`src/include/sps_pkg.sv`:
```
// shared constants of the setup parameter store
package sps_pkg;
	// clock and time base
	localparam int unsigned CLK_PERIOD_NS = 8;
	localparam int unsigned TICK_NS = 1000000;
	localparam int unsigned TICK_CYC_DEF = TICK_NS / CLK_PERIOD_NS;
	// hold and timeout times in milliseconds
	localparam int unsigned MENU_HOLD_MS = 5000;
	localparam int unsigned CAL_HOLD_MS = 3000;
	localparam int unsigned CAL_EDIT_MS = 10000;
	localparam int unsigned EXIT_HOLD_MS = 3000;
	localparam int unsigned IDLE_MS = 5000;
	localparam int unsigned MS_W = 14;

	// register byte addresses
	localparam logic [7:0] A_SETPOINT = 8'h00;
	localparam logic [7:0] A_LOW_LIM = 8'h04;
	localparam logic [7:0] A_HIGH_LIM = 8'h08;
	localparam logic [7:0] A_BG_REF = 8'h0c;
	localparam logic [7:0] A_BARO = 8'h10;
	localparam logic [7:0] A_TEMP_OFS = 8'h14;
	localparam logic [7:0] A_CO2_OFS = 8'h18;
	localparam logic [7:0] A_SERIAL = 8'h1c;
	localparam logic [7:0] A_CONTROL = 8'h20;
	localparam logic [7:0] A_STATUS = 8'h24;
	localparam logic [7:0] A_TEMP_DISP = 8'h28;
	localparam logic [7:0] A_CO2_DISP = 8'h2c;

	// serial register fields
	localparam int unsigned SER_AUTO_BIT = 0;
	localparam int unsigned SER_PARITY_LSB = 1;
	localparam int unsigned SER_BAUD_LSB = 3;
	localparam int unsigned SER_STOP_BIT = 6;
	// control register fields
	localparam int unsigned CTL_FRESET_BIT = 0;
	localparam int unsigned CTL_CAL_EDIT_BIT = 1;

	// limits and defaults (temperatures whole degC, offset in 0.1 degC)
	localparam logic signed [15:0] SP_DEF = 16'sh0015;
	localparam logic signed [15:0] LOW_DEF = 16'sh0014;
	localparam logic signed [15:0] LOW_MIN = 16'sh0000;
	localparam logic signed [15:0] HIGH_DEF = 16'sh0023;
	localparam logic signed [15:0] HIGH_MAX = 16'sh0032;
	localparam logic signed [15:0] BG_DEF = 16'sh0190;
	localparam logic signed [15:0] BG_MIN = 16'sh00c8;
	localparam logic signed [15:0] BG_MAX = 16'sh270f;
	localparam logic signed [15:0] BARO_DEF = 16'sh03f5;
	localparam logic signed [15:0] BARO_MIN = 16'sh02a5;
	localparam logic signed [15:0] BARO_MAX = 16'sh03f8;
	localparam logic signed [15:0] TOFS_LIM = 16'sh012c;
	localparam logic signed [15:0] COFS_LIM = 16'sh01f4;
	localparam logic [15:0] SER_DEF = 16'h0001;

	typedef enum logic [1:0] {
		PARITY_NONE = 2'h0, PARITY_EVEN = 2'h1, PARITY_ODD = 2'h2
	} sps_parity_t;
	typedef enum logic [2:0] {
		BAUD_9600 = 3'h0, BAUD_19200 = 3'h1, BAUD_38400 = 3'h2,
		BAUD_57600 = 3'h3, BAUD_76800 = 3'h4, BAUD_115200 = 3'h5
	} sps_baud_t;

	// non-volatile image layout
	localparam int unsigned NV_DEPTH = 16;
	localparam int unsigned NV_AW = 4;
	localparam logic [3:0] NV_SIG = 4'h0;
	localparam logic [3:0] NV_SP = 4'h1;
	localparam logic [3:0] NV_LOW = 4'h2;
	localparam logic [3:0] NV_HIGH = 4'h3;
	localparam logic [3:0] NV_BG = 4'h4;
	localparam logic [3:0] NV_BARO = 4'h5;
	localparam logic [3:0] NV_TOFS = 4'h6;
	localparam logic [3:0] NV_COFS = 4'h7;
	localparam logic [3:0] NV_SER = 4'h8;
	localparam logic [15:0] NV_SIG_VAL = 16'h5a3c;

	typedef enum logic [1:0] {
		ST_BOOT = 2'h0, ST_LOAD = 2'h1, ST_RUN = 2'h3, ST_FRST = 2'h2
	} sps_state_t;
endpackage

```
`src/include/sps_nv_if.sv`:
```
// port between the parameter logic and its storage image
`timescale 1ns/1ps
interface sps_nv_if;
	logic we;
	logic [3:0] waddr;
	logic [15:0] wdata;
	logic [3:0] raddr;
	logic [15:0] rdata;
	modport ctrl (output we, output waddr, output wdata, output raddr, input rdata);
	modport mem (input we, input waddr, input wdata, input raddr, output rdata);
endinterface

```
`src/design/sps_nv_mem.sv`:
```
// parameter image storage with registered read data
`timescale 1ns/1ps
module sps_nv_mem #(
	parameter int unsigned DEPTH = sps_pkg::NV_DEPTH
) (
	// clock
	input wire logic clk_sys,
	// access port
	sps_nv_if.mem nv
);
	// not reset: contents must survive an ordinary restart
	logic [15:0] mem_r [DEPTH];
	logic [15:0] rdata_r;

	always_ff @(posedge clk_sys) begin
		if (nv.we) begin
			mem_r[nv.waddr] <= nv.wdata;
		end
		rdata_r <= mem_r[nv.raddr];
	end

	assign nv.rdata = rdata_r;
endmodule

```
`src/design/sps_param_store.sv`:
```
// setup parameter store: limits, calibration, offsets, serial setup, buttons
`timescale 1ns/1ps
module sps_param_store #(
	parameter int unsigned TICK_CYC = sps_pkg::TICK_CYC_DEF
) (
	// clock and reset
	input wire logic clk_sys,
	input wire logic rst_n,
	// register port
	input wire logic [7:0] reg_addr,
	input wire logic [15:0] reg_wdata,
	input wire logic reg_wr,
	input wire logic reg_rd,
	output logic [15:0] reg_rdata,
	// front-panel buttons
	input wire logic btn_up,
	input wire logic btn_down,
	// raw measurements (temperature in 0.1 degC)
	input wire logic signed [15:0] raw_temp,
	input wire logic signed [15:0] raw_co2,
	// parameter outputs
	output logic [15:0] setpoint,
	output logic [15:0] setpoint_low_limit,
	output logic [15:0] setpoint_high_limit,
	output logic [15:0] background_cal_reference,
	output logic [15:0] baro_hpa,
	output logic [15:0] temp_display,
	output logic [15:0] co2_display,
	// serial line setup
	output logic autobaud_en,
	output logic [1:0] parity_select,
	output logic [2:0] baud_select,
	output logic stop_bit_select,
	output logic manual_serial_visible,
	// user interface state
	output logic setpoint_screen,
	output logic menu_open,
	output logic cal_start,
	output logic cal_dashes,
	output logic device_restart,
	output logic ready
);
	localparam int unsigned TW = $clog2(TICK_CYC + 1);

	sps_nv_if nv ();

	sps_nv_mem #(.DEPTH(sps_pkg::NV_DEPTH)) u_mem (
		.clk_sys(clk_sys),
		.nv(nv.mem)
	);

	// millisecond enable
	logic [TW-1:0] tick_cnt_r, tick_cnt_nxt;
	logic tick_r, tick_nxt;

	always_comb begin
		tick_nxt = (tick_cnt_r == TW'(TICK_CYC - 1));
		tick_cnt_nxt = tick_nxt ? '0 : tick_cnt_r + TW'(1);
	end

	always_ff @(posedge clk_sys or negedge rst_n) begin
		if (!rst_n) begin
			tick_cnt_r <= '0;
			tick_r <= 1'b0;
		end else begin
			tick_cnt_r <= tick_cnt_nxt;
			tick_r <= tick_nxt;
		end
	end

	function automatic logic [15:0] nv_default(input logic [3:0] idx);
		case (idx)
			sps_pkg::NV_SP: nv_default = sps_pkg::SP_DEF;
			sps_pkg::NV_LOW: nv_default = sps_pkg::LOW_DEF;
			sps_pkg::NV_HIGH: nv_default = sps_pkg::HIGH_DEF;
			sps_pkg::NV_BG: nv_default = sps_pkg::BG_DEF;
			sps_pkg::NV_BARO: nv_default = sps_pkg::BARO_DEF;
			sps_pkg::NV_SER: nv_default = sps_pkg::SER_DEF;
			sps_pkg::NV_SIG: nv_default = sps_pkg::NV_SIG_VAL;
			default: nv_default = 16'h0000;
		endcase
	endfunction

	// parameter and interface state
	sps_pkg::sps_state_t st_r, st_nxt;
	logic [3:0] idx_r, idx_nxt, rd_idx_r;
	logic signed [15:0] sp_r, sp_nxt, low_r, low_nxt, high_r, high_nxt;
	logic signed [15:0] bg_r, bg_nxt, baro_r, baro_nxt, tofs_r, tofs_nxt, cofs_r, cofs_nxt;
	logic [15:0] ser_r, ser_nxt, rdata_r, rdata_nxt;
	logic sp_pend_r, sp_pend_nxt, menu_r, menu_nxt, cal_edit_r, cal_edit_nxt;
	logic dash_r, dash_nxt, cal_start_r, cal_start_nxt, restart_r, restart_nxt;
	logic sp_scr_r, sp_scr_nxt, up_q_r, dn_q_r, ready_r, vis_r;
	logic [sps_pkg::MS_W-1:0] both_ms_r, both_ms_nxt, dn_ms_r, dn_ms_nxt;
	logic [sps_pkg::MS_W-1:0] cal_ms_r, cal_ms_nxt, idle_ms_r, idle_ms_nxt;
	logic signed [15:0] temp_d_r, co2_d_r;
	logic signed [15:0] w;
	logic bus_we;

	assign w = $signed(reg_wdata);
	assign bus_we = reg_wr && (st_r == sps_pkg::ST_RUN);
	assign nv.raddr = idx_r;

	always_comb begin
		st_nxt = st_r;
		idx_nxt = idx_r;
		sp_nxt = sp_r;
		low_nxt = low_r;
		high_nxt = high_r;
		bg_nxt = bg_r;
		baro_nxt = baro_r;
		tofs_nxt = tofs_r;
		cofs_nxt = cofs_r;
		ser_nxt = ser_r;
		sp_pend_nxt = sp_pend_r;
		menu_nxt = menu_r;
		cal_edit_nxt = cal_edit_r;
		dash_nxt = dash_r;
		cal_start_nxt = 1'b0;
		restart_nxt = 1'b0;
		sp_scr_nxt = sp_scr_r;
		both_ms_nxt = both_ms_r;
		dn_ms_nxt = dn_ms_r;
		cal_ms_nxt = cal_ms_r;
		idle_ms_nxt = idle_ms_r;
		nv.we = 1'b0;
		nv.waddr = sps_pkg::NV_SIG;
		nv.wdata = 16'h0000;
		case (st_r)
			sps_pkg::ST_BOOT: begin
				idx_nxt = 4'h1;
				st_nxt = sps_pkg::ST_LOAD;
			end
			sps_pkg::ST_LOAD: begin
				idx_nxt = idx_r + 4'h1;
				case (rd_idx_r)
					// blank or damaged image falls back to defaults
					// unknown contents must also take the default path
					sps_pkg::NV_SIG: begin
						if (nv.rdata == sps_pkg::NV_SIG_VAL) begin
							st_nxt = sps_pkg::ST_LOAD;
						end else begin
							idx_nxt = 4'h1;
							st_nxt = sps_pkg::ST_FRST;
						end
					end
					sps_pkg::NV_SP: sp_nxt = nv.rdata;
					sps_pkg::NV_LOW: low_nxt = nv.rdata;
					sps_pkg::NV_HIGH: high_nxt = nv.rdata;
					sps_pkg::NV_BG: bg_nxt = nv.rdata;
					sps_pkg::NV_BARO: baro_nxt = nv.rdata;
					sps_pkg::NV_TOFS: tofs_nxt = nv.rdata;
					sps_pkg::NV_COFS: cofs_nxt = nv.rdata;
					sps_pkg::NV_SER: begin
						ser_nxt = nv.rdata;
						st_nxt = sps_pkg::ST_RUN;
					end
					default: ;
				endcase
			end
			sps_pkg::ST_FRST: begin
				// signature written last so an interrupted reset repeats
				nv.we = 1'b1;
				nv.waddr = idx_r;
				nv.wdata = nv_default(idx_r);
				if (idx_r == sps_pkg::NV_SIG) begin
					restart_nxt = 1'b1;
					st_nxt = sps_pkg::ST_BOOT;
					menu_nxt = 1'b0;
					cal_edit_nxt = 1'b0;
					dash_nxt = 1'b0;
					sp_scr_nxt = 1'b0;
					sp_pend_nxt = 1'b0;
				end
				idx_nxt = (idx_r == sps_pkg::NV_SER) ? sps_pkg::NV_SIG : idx_r + 4'h1;
			end
			sps_pkg::ST_RUN: begin
				if (bus_we) begin
					case (reg_addr)
						sps_pkg::A_SETPOINT: if (w >= low_r && w <= high_r) begin
							sp_nxt = w;
							sp_pend_nxt = 1'b1;
						end
						sps_pkg::A_LOW_LIM: if (w >= sps_pkg::LOW_MIN && w <= high_r) begin
							low_nxt = w;
							nv.we = 1'b1;
							nv.waddr = sps_pkg::NV_LOW;
							if (w > sp_r) begin
								sp_nxt = w;
								sp_pend_nxt = 1'b1;
							end
						end
						sps_pkg::A_HIGH_LIM: if (w >= low_r && w <= sps_pkg::HIGH_MAX) begin
							high_nxt = w;
							nv.we = 1'b1;
							nv.waddr = sps_pkg::NV_HIGH;
							if (w < sp_r) begin
								sp_nxt = w;
								sp_pend_nxt = 1'b1;
							end
						end
						sps_pkg::A_BG_REF: if (w >= sps_pkg::BG_MIN && w <= sps_pkg::BG_MAX) begin
							bg_nxt = w;
							nv.we = 1'b1;
							nv.waddr = sps_pkg::NV_BG;
						end
						sps_pkg::A_BARO: if (w >= sps_pkg::BARO_MIN && w <= sps_pkg::BARO_MAX) begin
							baro_nxt = w;
							nv.we = 1'b1;
							nv.waddr = sps_pkg::NV_BARO;
						end
						sps_pkg::A_TEMP_OFS: if (w >= -sps_pkg::TOFS_LIM && w <= sps_pkg::TOFS_LIM) begin
							tofs_nxt = w;
							nv.we = 1'b1;
							nv.waddr = sps_pkg::NV_TOFS;
						end
						sps_pkg::A_CO2_OFS: if (w >= -sps_pkg::COFS_LIM && w <= sps_pkg::COFS_LIM) begin
							cofs_nxt = w;
							nv.we = 1'b1;
							nv.waddr = sps_pkg::NV_COFS;
						end
						sps_pkg::A_SERIAL: begin
							// unlisted parity or baud codes refuse the whole write
							if (reg_wdata[sps_pkg::SER_PARITY_LSB +: 2] <= 2'(sps_pkg::PARITY_ODD)
								&& reg_wdata[sps_pkg::SER_BAUD_LSB +: 3] <= 3'(sps_pkg::BAUD_115200)) begin
								ser_nxt = {9'h000, reg_wdata[6:0]};
								nv.we = 1'b1;
								nv.waddr = sps_pkg::NV_SER;
							end
						end
						sps_pkg::A_CONTROL: begin
							if (reg_wdata[sps_pkg::CTL_FRESET_BIT]) begin
								idx_nxt = 4'h1;
								st_nxt = sps_pkg::ST_FRST;
							end else if (reg_wdata[sps_pkg::CTL_CAL_EDIT_BIT] && menu_r) begin
								cal_edit_nxt = 1'b1;
							end
						end
						default: ;
					endcase
					nv.wdata = reg_wdata;
				end else if (sp_pend_r && !sp_scr_r) begin
					nv.we = 1'b1;
					nv.waddr = sps_pkg::NV_SP;
					nv.wdata = sp_r;
					sp_pend_nxt = 1'b0;
				end
				// both buttons held opens the menu
				if (btn_up && btn_down) begin
					if (tick_r && both_ms_r != sps_pkg::MS_W'(sps_pkg::MENU_HOLD_MS)) begin
						both_ms_nxt = both_ms_r + sps_pkg::MS_W'(1);
						if (both_ms_r == sps_pkg::MS_W'(sps_pkg::MENU_HOLD_MS - 1)) begin
							menu_nxt = 1'b1;
							sp_scr_nxt = 1'b0;
						end
					end
				end else begin
					both_ms_nxt = '0;
				end
				// down alone held: start calibration or leave the menu
				if (btn_down && !btn_up && menu_r) begin
					if (tick_r && dn_ms_r != sps_pkg::MS_W'(sps_pkg::CAL_HOLD_MS)) begin
						dn_ms_nxt = dn_ms_r + sps_pkg::MS_W'(1);
						if (dn_ms_r == sps_pkg::MS_W'(sps_pkg::CAL_HOLD_MS - 1)) begin
							if (cal_edit_r && !dash_r) begin
								cal_start_nxt = 1'b1;
								dash_nxt = 1'b1;
								cal_ms_nxt = '0;
							end else if (!cal_edit_r) begin
								menu_nxt = 1'b0;
							end
						end
					end
				end else begin
					dn_ms_nxt = '0;
				end
				if (dash_r && tick_r) begin
					cal_ms_nxt = cal_ms_r + sps_pkg::MS_W'(1);
					if (cal_ms_r == sps_pkg::MS_W'(sps_pkg::CAL_EDIT_MS - 1)) begin
						dash_nxt = 1'b0;
						cal_edit_nxt = 1'b0;
					end
				end
				// set point screen from single presses outside the menu
				if (!menu_r && (btn_up ^ btn_down) && !(up_q_r | dn_q_r)) begin
					idle_ms_nxt = '0;
					if (!sp_scr_r) begin
						sp_scr_nxt = 1'b1;
					end else if (btn_up && sp_r < high_r) begin
						sp_nxt = sp_r + 16'sh0001;
					end else if (btn_down && sp_r > low_r) begin
						sp_nxt = sp_r - 16'sh0001;
					end
				end else if (btn_up || btn_down) begin
					idle_ms_nxt = '0;
				end else if (sp_scr_r && tick_r) begin
					idle_ms_nxt = idle_ms_r + sps_pkg::MS_W'(1);
					if (idle_ms_r == sps_pkg::MS_W'(sps_pkg::IDLE_MS - 1)) begin
						sp_scr_nxt = 1'b0;
						sp_pend_nxt = 1'b1;
					end
				end
			end
			default: st_nxt = sps_pkg::ST_BOOT;
		endcase
	end

	// read data, one cycle after the strobe
	always_comb begin
		rdata_nxt = 16'h0000;
		if (reg_rd) begin
			case (reg_addr)
				sps_pkg::A_SETPOINT: rdata_nxt = sp_r;
				sps_pkg::A_LOW_LIM: rdata_nxt = low_r;
				sps_pkg::A_HIGH_LIM: rdata_nxt = high_r;
				sps_pkg::A_BG_REF: rdata_nxt = bg_r;
				sps_pkg::A_BARO: rdata_nxt = baro_r;
				sps_pkg::A_TEMP_OFS: rdata_nxt = tofs_r;
				sps_pkg::A_CO2_OFS: rdata_nxt = cofs_r;
				sps_pkg::A_SERIAL: rdata_nxt = ser_r;
				sps_pkg::A_STATUS: rdata_nxt = {8'h00, menu_r, cal_edit_r, dash_r, sp_scr_r,
					!ser_r[sps_pkg::SER_AUTO_BIT], sp_pend_r, st_r};
				sps_pkg::A_TEMP_DISP: rdata_nxt = temp_d_r;
				sps_pkg::A_CO2_DISP: rdata_nxt = co2_d_r;
				default: rdata_nxt = 16'h0000;
			endcase
		end
	end

	always_ff @(posedge clk_sys or negedge rst_n) begin
		if (!rst_n) begin
			st_r <= sps_pkg::ST_BOOT;
			idx_r <= 4'h0;
			rd_idx_r <= 4'h0;
			sp_r <= sps_pkg::SP_DEF;
			low_r <= sps_pkg::LOW_DEF;
			high_r <= sps_pkg::HIGH_DEF;
			bg_r <= sps_pkg::BG_DEF;
			baro_r <= sps_pkg::BARO_DEF;
			tofs_r <= 16'sh0000;
			cofs_r <= 16'sh0000;
			ser_r <= sps_pkg::SER_DEF;
			rdata_r <= 16'h0000;
			{sp_pend_r, menu_r, cal_edit_r, dash_r, cal_start_r, restart_r} <= 6'h00;
			{sp_scr_r, up_q_r, dn_q_r} <= 3'h0;
			ready_r <= 1'b0;
			vis_r <= ~sps_pkg::SER_DEF[sps_pkg::SER_AUTO_BIT];
			{both_ms_r, dn_ms_r, cal_ms_r, idle_ms_r} <= '0;
			temp_d_r <= 16'sh0000;
			co2_d_r <= 16'sh0000;
		end else begin
			st_r <= st_nxt;
			idx_r <= idx_nxt;
			rd_idx_r <= idx_r;
			sp_r <= sp_nxt;
			low_r <= low_nxt;
			high_r <= high_nxt;
			bg_r <= bg_nxt;
			baro_r <= baro_nxt;
			tofs_r <= tofs_nxt;
			cofs_r <= cofs_nxt;
			ser_r <= ser_nxt;
			rdata_r <= rdata_nxt;
			{sp_pend_r, menu_r, cal_edit_r} <= {sp_pend_nxt, menu_nxt, cal_edit_nxt};
			{dash_r, cal_start_r, restart_r} <= {dash_nxt, cal_start_nxt, restart_nxt};
			{sp_scr_r, up_q_r, dn_q_r} <= {sp_scr_nxt, btn_up, btn_down};
			ready_r <= (st_nxt == sps_pkg::ST_RUN);
			vis_r <= ~ser_nxt[sps_pkg::SER_AUTO_BIT];
			{both_ms_r, dn_ms_r} <= {both_ms_nxt, dn_ms_nxt};
			{cal_ms_r, idle_ms_r} <= {cal_ms_nxt, idle_ms_nxt};
			// only the stored offsets reach the shown readings
			temp_d_r <= raw_temp + tofs_r;
			co2_d_r <= raw_co2 + cofs_r;
		end
	end

	assign reg_rdata = rdata_r;
	assign setpoint = sp_r;
	assign setpoint_low_limit = low_r;
	assign setpoint_high_limit = high_r;
	assign background_cal_reference = bg_r;
	assign baro_hpa = baro_r;
	assign temp_display = temp_d_r;
	assign co2_display = co2_d_r;
	assign autobaud_en = ser_r[sps_pkg::SER_AUTO_BIT];
	assign parity_select = ser_r[sps_pkg::SER_PARITY_LSB +: 2];
	assign baud_select = ser_r[sps_pkg::SER_BAUD_LSB +: 3];
	assign stop_bit_select = ser_r[sps_pkg::SER_STOP_BIT];
	// manual fields shown only with auto serial off
	assign manual_serial_visible = vis_r;
	assign setpoint_screen = sp_scr_r;
	assign menu_open = menu_r;
	assign cal_start = cal_start_r;
	assign cal_dashes = dash_r;
	assign device_restart = restart_r;
	assign ready = ready_r;
endmodule

```
`config.mk`:
```
export PLATFORM = sky130hd
export DESIGN_NAME = sps_param_store
export DESIGN_NICKNAME = d
export VERILOG_FILES = /design/src/include/sps_pkg.sv /design/src/include/sps_nv_if.sv /design/src/design/sps_nv_mem.sv /design/src/design/sps_param_store.sv
export SDC_FILE = /design/constraint.sdc
export NUM_CORES = 1
export LEC_CHECK = 0
export ABC_AREA = 1
export BUFFER_PORTS_ARGS = -buffer_cell sky130_fd_sc_hd__buf_4
export CAP_MARGIN = 10
export CORE_ASPECT_RATIO = 0.5
export CORE_MARGIN = 4
export CORE_UTILIZATION = 56
export DETAILED_ROUTE_END_ITERATION = 10
export PLACE_DENSITY = 0.82
export SETUP_SLACK_MARGIN = 0.2
export SLEW_MARGIN = 10
export SYNTH_ARGS = -nofsm -noshare
export SYNTH_HDL_FRONTEND = slang
export SYNTH_SLANG_ARGS = --single-unit
```
`constraint.sdc`:
```
create_clock -name clk_sys -period 5.6 [get_ports clk_sys]
set_input_delay 0.28 -clock clk_sys [delete_from_list [all_inputs] [get_ports clk_sys]]
set_output_delay 0.28 -clock clk_sys [all_outputs]
set_load 0.02 [all_outputs]
```
==> impl_table.tex <==
\begin{tabular}{lr}
\hline
Metric & Value \\
\hline
\multicolumn{2}{l}{\textbf{Status}} \\
\quad Run status & finished, final reports clean \\
\multicolumn{2}{l}{\textbf{Worst setup path}} \\
\quad Worst Setup Path Type & reg -> reg \\
\quad Maximum fanout along the worst path & 9 \\
\quad Type of element capturing the critical path & flip-flop \\
\quad Startpoint of the most critical register-to-register path & setpoint\_low\_limit[15]\$\_DFFE\_PN0P\_ \\
\quad CP startpoint & setpoint\_low\_limit[15]\$\_DFFE\_PN0P\_ \\
\quad Worst-case register-to-register setup slack & 1.80 ns \\
\quad Endpoint of the worst-slack reg-to-reg timing path & u\_mem.mem\_r[7][7]\$\_DFFE\_PP\_ \\
\quad CP required & 5.93 ns \\
\quad Crit path DAT & a little over 4 ns \\
\quad Worst reg2reg path depth & 19 \\
\quad Critical Path Start Type & flip-flop \\
\multicolumn{2}{l}{\textbf{Drt}} \\
\quad Number of vias in the routed layout & around 25k \\
\quad Iteration-0 DRC Markers & 3372 \\
\quad Number of vias per cell after detailed routing & 6.18 \\
\quad Antenna-violating nets left & 0 \\
\quad Drt wl/cell & 23.3 um \\
\quad DRC Markers & 0 \\
\quad Detailed Route WL & 93.5 mm \\
\quad Count of TritonRoute iterations in the first routing pass & 6 \\
\multicolumn{2}{l}{\textbf{Yosys}} \\
\quad Share of synthesized area spent on multiplexers & less than 1\% \\
\quad XOR/XNOR share of the synthesized area & under 10\% \\
\quad Count of state elements after synthesis & 543 \\
\quad Portion of the post-synthesis area used by sequential elements & between 50 and 60\% \\
\quad Synth warn & 0 \\
\quad Number of library cell types mapped by synthesis & 71 \\
\quad Post-Synthesis Mean Instance Area & 9.10 um2 \\
\quad Syn\_nets & between 3k and 4k \\
\quad Area fraction in compound gates after synthesis & between 10\% and 20\% \\
\quad Ys flop type & sky130\_fd\_sc\_hd\_\_edfxtp\_1 \\
\quad Cell count after synthesis & 3118 \\
\quad Fraction of synthesis flops using an asynchronous set or reset pin & between 40\% and 50\% \\
\quad Largest family of logic cells by synthesized area & simple AND/OR/NAND/NOR gates \\
\quad Simple-gate share of the synthesized area & 18.8\% \\
\quad Post-synthesis adder-cell area fraction & 5.83\% \\
\quad Number of enable flip-flop cells after synthesis & 256 \\
\quad Cell Area, Synth & around 28000 um2 \\
\multicolumn{2}{l}{\textbf{STA}} \\
\quad Final critical-path share of the clock period & 67.8\% \\
\quad Unrepaired setup endpoints after global routing & no \\
\quad Max-slew violation count & 0 \\
\quad Worst max-slew margin expressed relative to the limit & about a fifth \\
\quad Highest achievable clock rate & 0.263 GHz \\
\quad Clock Skews & around 0.032 ns \\
\quad Post-Route Setup TNS & 0 ns \\
\quad Measured slew at the worst slew-check pin & 1.21 ns \\
\quad Smallest setup slack after layout & 1.80 ns \\
\quad Setup-violating endpoint count in the final report & 0 \\
\quad Hold Violations, Final & 0 \\
\quad Post-layout min period & 3.80 ns \\
\multicolumn{2}{l}{\textbf{Power}} \\
\quad Fraction of power spent switching nets & between 40\% and 50\% \\
\quad Maximum VDD drop & 351 uV \\
\quad NetSw & roughly 7.4 mW \\
\quad Relative contribution of combinational cells to total power & 42.9\% \\
\quad Clock network fraction of design power & 20.9\% \\
\quad Share of total power in sequential cells & 36.2\% \\
\quad Power Density & 513 nW/um2 \\
\quad LEAKAGE & 13.8 nW \\
\quad Internal Dissipation & 9.17 mW \\
\quad Final Power & 16.6 mW \\
\multicolumn{2}{l}{\textbf{Clock tree}} \\
\quad CTS Root Cell & sky130\_fd\_sc\_hd\_\_clkbuf\_16 \\
\quad Clock-pin slew of the registers on the worst-case setup and hold paths & 0.07 ns \\
\quad Longest Clk Path Bufs & 3 \\
\quad TritonCTS clock tree & yes \\
\quad Number of clock sinks & 543 \\
\quad H-tree depth & 2 \\
\quad Number of clock buffers inserted by TritonCTS & 47 \\
\quad Later-pin clock latency in the skew report & 0.63 ns \\
\multicolumn{2}{l}{\textbf{Floorplanning}} \\
\quad Die Y-Extent & 167 um \\
\quad Starting Density & 57.5\% \\
\quad Die width & 326 um \\
\quad Area of the die & 54500 um2 \\
\quad Ports & 204 \\
\quad Number of rows in the core area & 57 \\
\quad Core Footprint & between 40000 and 50000 um2 \\
\multicolumn{2}{l}{\textbf{Final layout}} \\
\quad Layout cell share with drive strength beyond 1 & 13.1\% \\
\quad Largest registers & u\_mem.mem\_r x256, tick\_cnt\_r x17 \\
\quad Count of inserted antenna diode cells & 0 \\
\quad NumNets Final & around 3.5k \\
\quad Fill cells & 3908 \\
\quad Register ranked first by flip-flop count & u\_mem.mem\_r \\
\quad Synth-to-Final Area Change & 14.0\% \\
\quad Post-Route Utilization & about two thirds \\
\quad Max FFs per register & 256 \\
\quad Non-filler instance count after layout & 4018 \\
\multicolumn{2}{l}{\textbf{Min path}} \\
\quad Classification of the worst-slack hold path & in -> reg \\
\quad Worst hold path endpoint & co2\_display[15]\$\_DFF\_PN0\_ \\
\quad Worst hold stages & 3 \\
\quad Launch point of the worst hold path & raw\_co2[15] \\
\multicolumn{2}{l}{\textbf{Global routing}} \\
\quad Maximum number of pins on one net before global-route repair & 142 \\
\quad First-pass GRT wire length & 141 mm \\
\quad Number of antenna violations at the first check in global routing & 2 \\
\quad Total global-route track usage & 33.5\% \\
\quad GR Overflow Total & 0 \\
\quad Via count of the first global-routing pass & 23.4k \\
\multicolumn{2}{l}{\textbf{Run}} \\
\quad Number of maximum-capacitance constraint violations & 0 \\
\multicolumn{2}{l}{\textbf{Placed design}} \\
\quad Number of port buffers & 203 \\
\quad Placed cell count & roughly 3.9k \\
\quad Setup slack at placement & 1.89 ns \\
\quad Detailed placer's ending HPWL & 65.9 mm \\
\quad Placer congestion estimate & 1.04 \\
\hline
\end{tabular}
-- cell type report --
type | count | area [um2] | area share, %
sequential | 543 | 14800 | 45.8
multi-input combinational | 2152 | 11900 | 36.9
timing repair buffer | 260 | 1990 | 6.16
clock buffer | 60 | 1280 | 3.98
inverter | 297 | 1120 | 3.46
tap | 678 | 848 | 2.62
clock inverter | 28 | 348 | 1.08
-- per-stage QoR --
step / hold WS, ns / area (um2)
2_1_floorplan: -0.0156 / 28400
3_3_place_gp: 0.441 / 30600
3_5_place_dp: 0.445 / 30600
4_1_cts: 0.0127 / 32300
5_1_grt: 0.0252 / 32300
6_report: 0.0379 / 32300
-- per-layer routing --
metal / track usage, % / share of wire (%)
met4: 13.7 / 4.8
met5: 0 / 0.029
met1: 45.5 / 40
met2: 51.7 / 44
met3: 8.75 / 11
-- cell usage in the layout (no fill, tap or decap), types with 7 or more instances in the layout --
| master | Yosys | layout |
|---|---|---|
| sky130_fd_sc_hd__nand4_1 | 62 | 62 |
| sky130_fd_sc_hd__inv_1 | 282 | 281 |
| sky130_fd_sc_hd__nor4_1 | 22 | 22 |
| sky130_fd_sc_hd__o211ai_1 | 18 | 18 |
| sky130_fd_sc_hd__o21ai_1 | 11 | 11 |
| sky130_fd_sc_hd__nand3_1 | 129 | 127 |
| sky130_fd_sc_hd__nor2_2 | 15 | 15 |
| sky130_fd_sc_hd__dfrtp_1 | 251 | 249 |
| sky130_fd_sc_hd__o22ai_1 | 91 | 91 |
| sky130_fd_sc_hd__ha_1 | 129 | 128 |
| sky130_fd_sc_hd__dlygate4sd3_1 | 0 | 8 |
| sky130_fd_sc_hd__inv_2 | 9 | 9 |
| sky130_fd_sc_hd__clkinv_1 | 4 | 9 |
| sky130_fd_sc_hd__buf_4 | 11 | 250 |
| sky130_fd_sc_hd__a21oi_1 | 168 | 168 |
| sky130_fd_sc_hd__o21ai_0 | 321 | 321 |
| sky130_fd_sc_hd__a221oi_1 | 28 | 28 |
| sky130_fd_sc_hd__xor2_1 | 58 | 58 |
| sky130_fd_sc_hd__a22o_1 | 17 | 17 |
| sky130_fd_sc_hd__nor3_1 | 49 | 49 |
| sky130_fd_sc_hd__edfxtp_1 | 256 | 256 |
| sky130_fd_sc_hd__nor2_1 | 314 | 314 |
| sky130_fd_sc_hd__clkbuf_1 | 95 | 7 |
| sky130_fd_sc_hd__xnor2_1 | 11 | 11 |
| sky130_fd_sc_hd__nand2_2 | 8 | 8 |
| sky130_fd_sc_hd__o21a_1 | 13 | 13 |
| sky130_fd_sc_hd__nor3_2 | 8 | 8 |
| sky130_fd_sc_hd__clkbuf_16 | 0 | 47 |
| sky130_fd_sc_hd__dfstp_2 | 20 | 20 |
| sky130_fd_sc_hd__nand2_1 | 570 | 570 |
| sky130_fd_sc_hd__clkinv_2 | 2 | 10 |
| sky130_fd_sc_hd__a21oi_2 | 7 | 7 |
| sky130_fd_sc_hd__a31oi_1 | 10 | 10 |
| sky130_fd_sc_hd__dfxtp_1 | 16 | 16 |
| sky130_fd_sc_hd__o221ai_1 | 12 | 10 |
-- power groups by stage --
stage	Clock (mW)	Combinational, mW	Sequential [mW]
final	3.47	7.11	5.99
after global routing	3.67	7.77	6.01
after CTS	3.50	6.94	5.93
after detailed placement	0	6.90	6.00
after global placement	0	6.72	5.99
after floorplan	0	4.09	6.05
-- how the worst max path moves through the flow --
stage | endpoint | slack [ns]
floorplan | u_mem.mem_r[4][0]$_DFFE_PP_ | 2.31
global placement | u_mem.mem_r[7][10]$_DFFE_PP_ | 2.02
detailed placement | u_mem.mem_r[7][10]$_DFFE_PP_ | 1.89
CTS | u_mem.mem_r[7][10]$_DFFE_PP_ | 1.86
global route | u_mem.mem_r[7][8]$_DFFE_PP_ | 1.49
finish | u_mem.mem_r[7][7]$_DFFE_PP_ | 1.80
-- kinds of logic after synthesis --
logic type	count (synthesis)
AO/OA/AOI/OAI	733
XOR/XNOR	69
adder cells (fa/ha/maj)	131
buffers and inverters	423
flip-flops	543
multiplexers	4
AND/OR/NAND/NOR	1215
-- Yosys cell counts, drive strengths merged, types with 5 or more instances --
library cell  instances  share of area (%)
a21boi                6               0.16
a21oi               176                3.2
a221oi               28               0.86
a22o                 17               0.53
a31oi                10               0.22
buf                  29               0.69
clkbuf               97                1.3
clkinv                6              0.088
dfrtp               251                 22
dfstp                20                1.9
dfxtp                16                1.1
edfxtp              256                 27
ha                  129                5.7
inv                 291                3.9
nand2               580                7.8
nand3               135                2.5
nand4                63                1.4
nor2                335                4.7
nor3                 58                1.2
nor4                 25               0.62
o2111ai               5               0.15
o211ai               18               0.48
o21a                 13               0.34
o21ai               334                5.9
o221ai               12               0.37
o22ai                91                2.0
o31ai                 5               0.13
or2                   6               0.13
xnor2                11               0.34
xor2                 58                1.8
-- worst max-delay path, stage by stage, from the launching register on --
cell and delay, ns:
sky130_fd_sc_hd__dfrtp_1 0.45, sky130_fd_sc_hd__inv_1 0.09, sky130_fd_sc_hd__ha_1 0.35, sky130_fd_sc_hd__nand2_1 0.08, sky130_fd_sc_hd__nor2_1 0.14, sky130_fd_sc_hd__nand2_1 0.10, sky130_fd_sc_hd__nor2_2 0.12, sky130_fd_sc_hd__nand2_1 0.08
sky130_fd_sc_hd__nand3_1 0.09, sky130_fd_sc_hd__nand2_1 0.09, sky130_fd_sc_hd__nand3_4 0.13, sky130_fd_sc_hd__nand3_1 0.18, sky130_fd_sc_hd__o21ai_1 0.14, sky130_fd_sc_hd__inv_1 0.10, sky130_fd_sc_hd__nand3_1 0.14, sky130_fd_sc_hd__a21boi_1 0.12
sky130_fd_sc_hd__inv_1 0.09, sky130_fd_sc_hd__nand2_1 0.13, sky130_fd_sc_hd__nor2_1 0.58, sky130_fd_sc_hd__buf_4 0.31
-- repair_timing --
item                      CTS  global route
setup buffers               0             0
resized for setup           0             0
hold buffers                8             0
hold endpoints to repair  132             0
(Power assumes the default switching activity.)
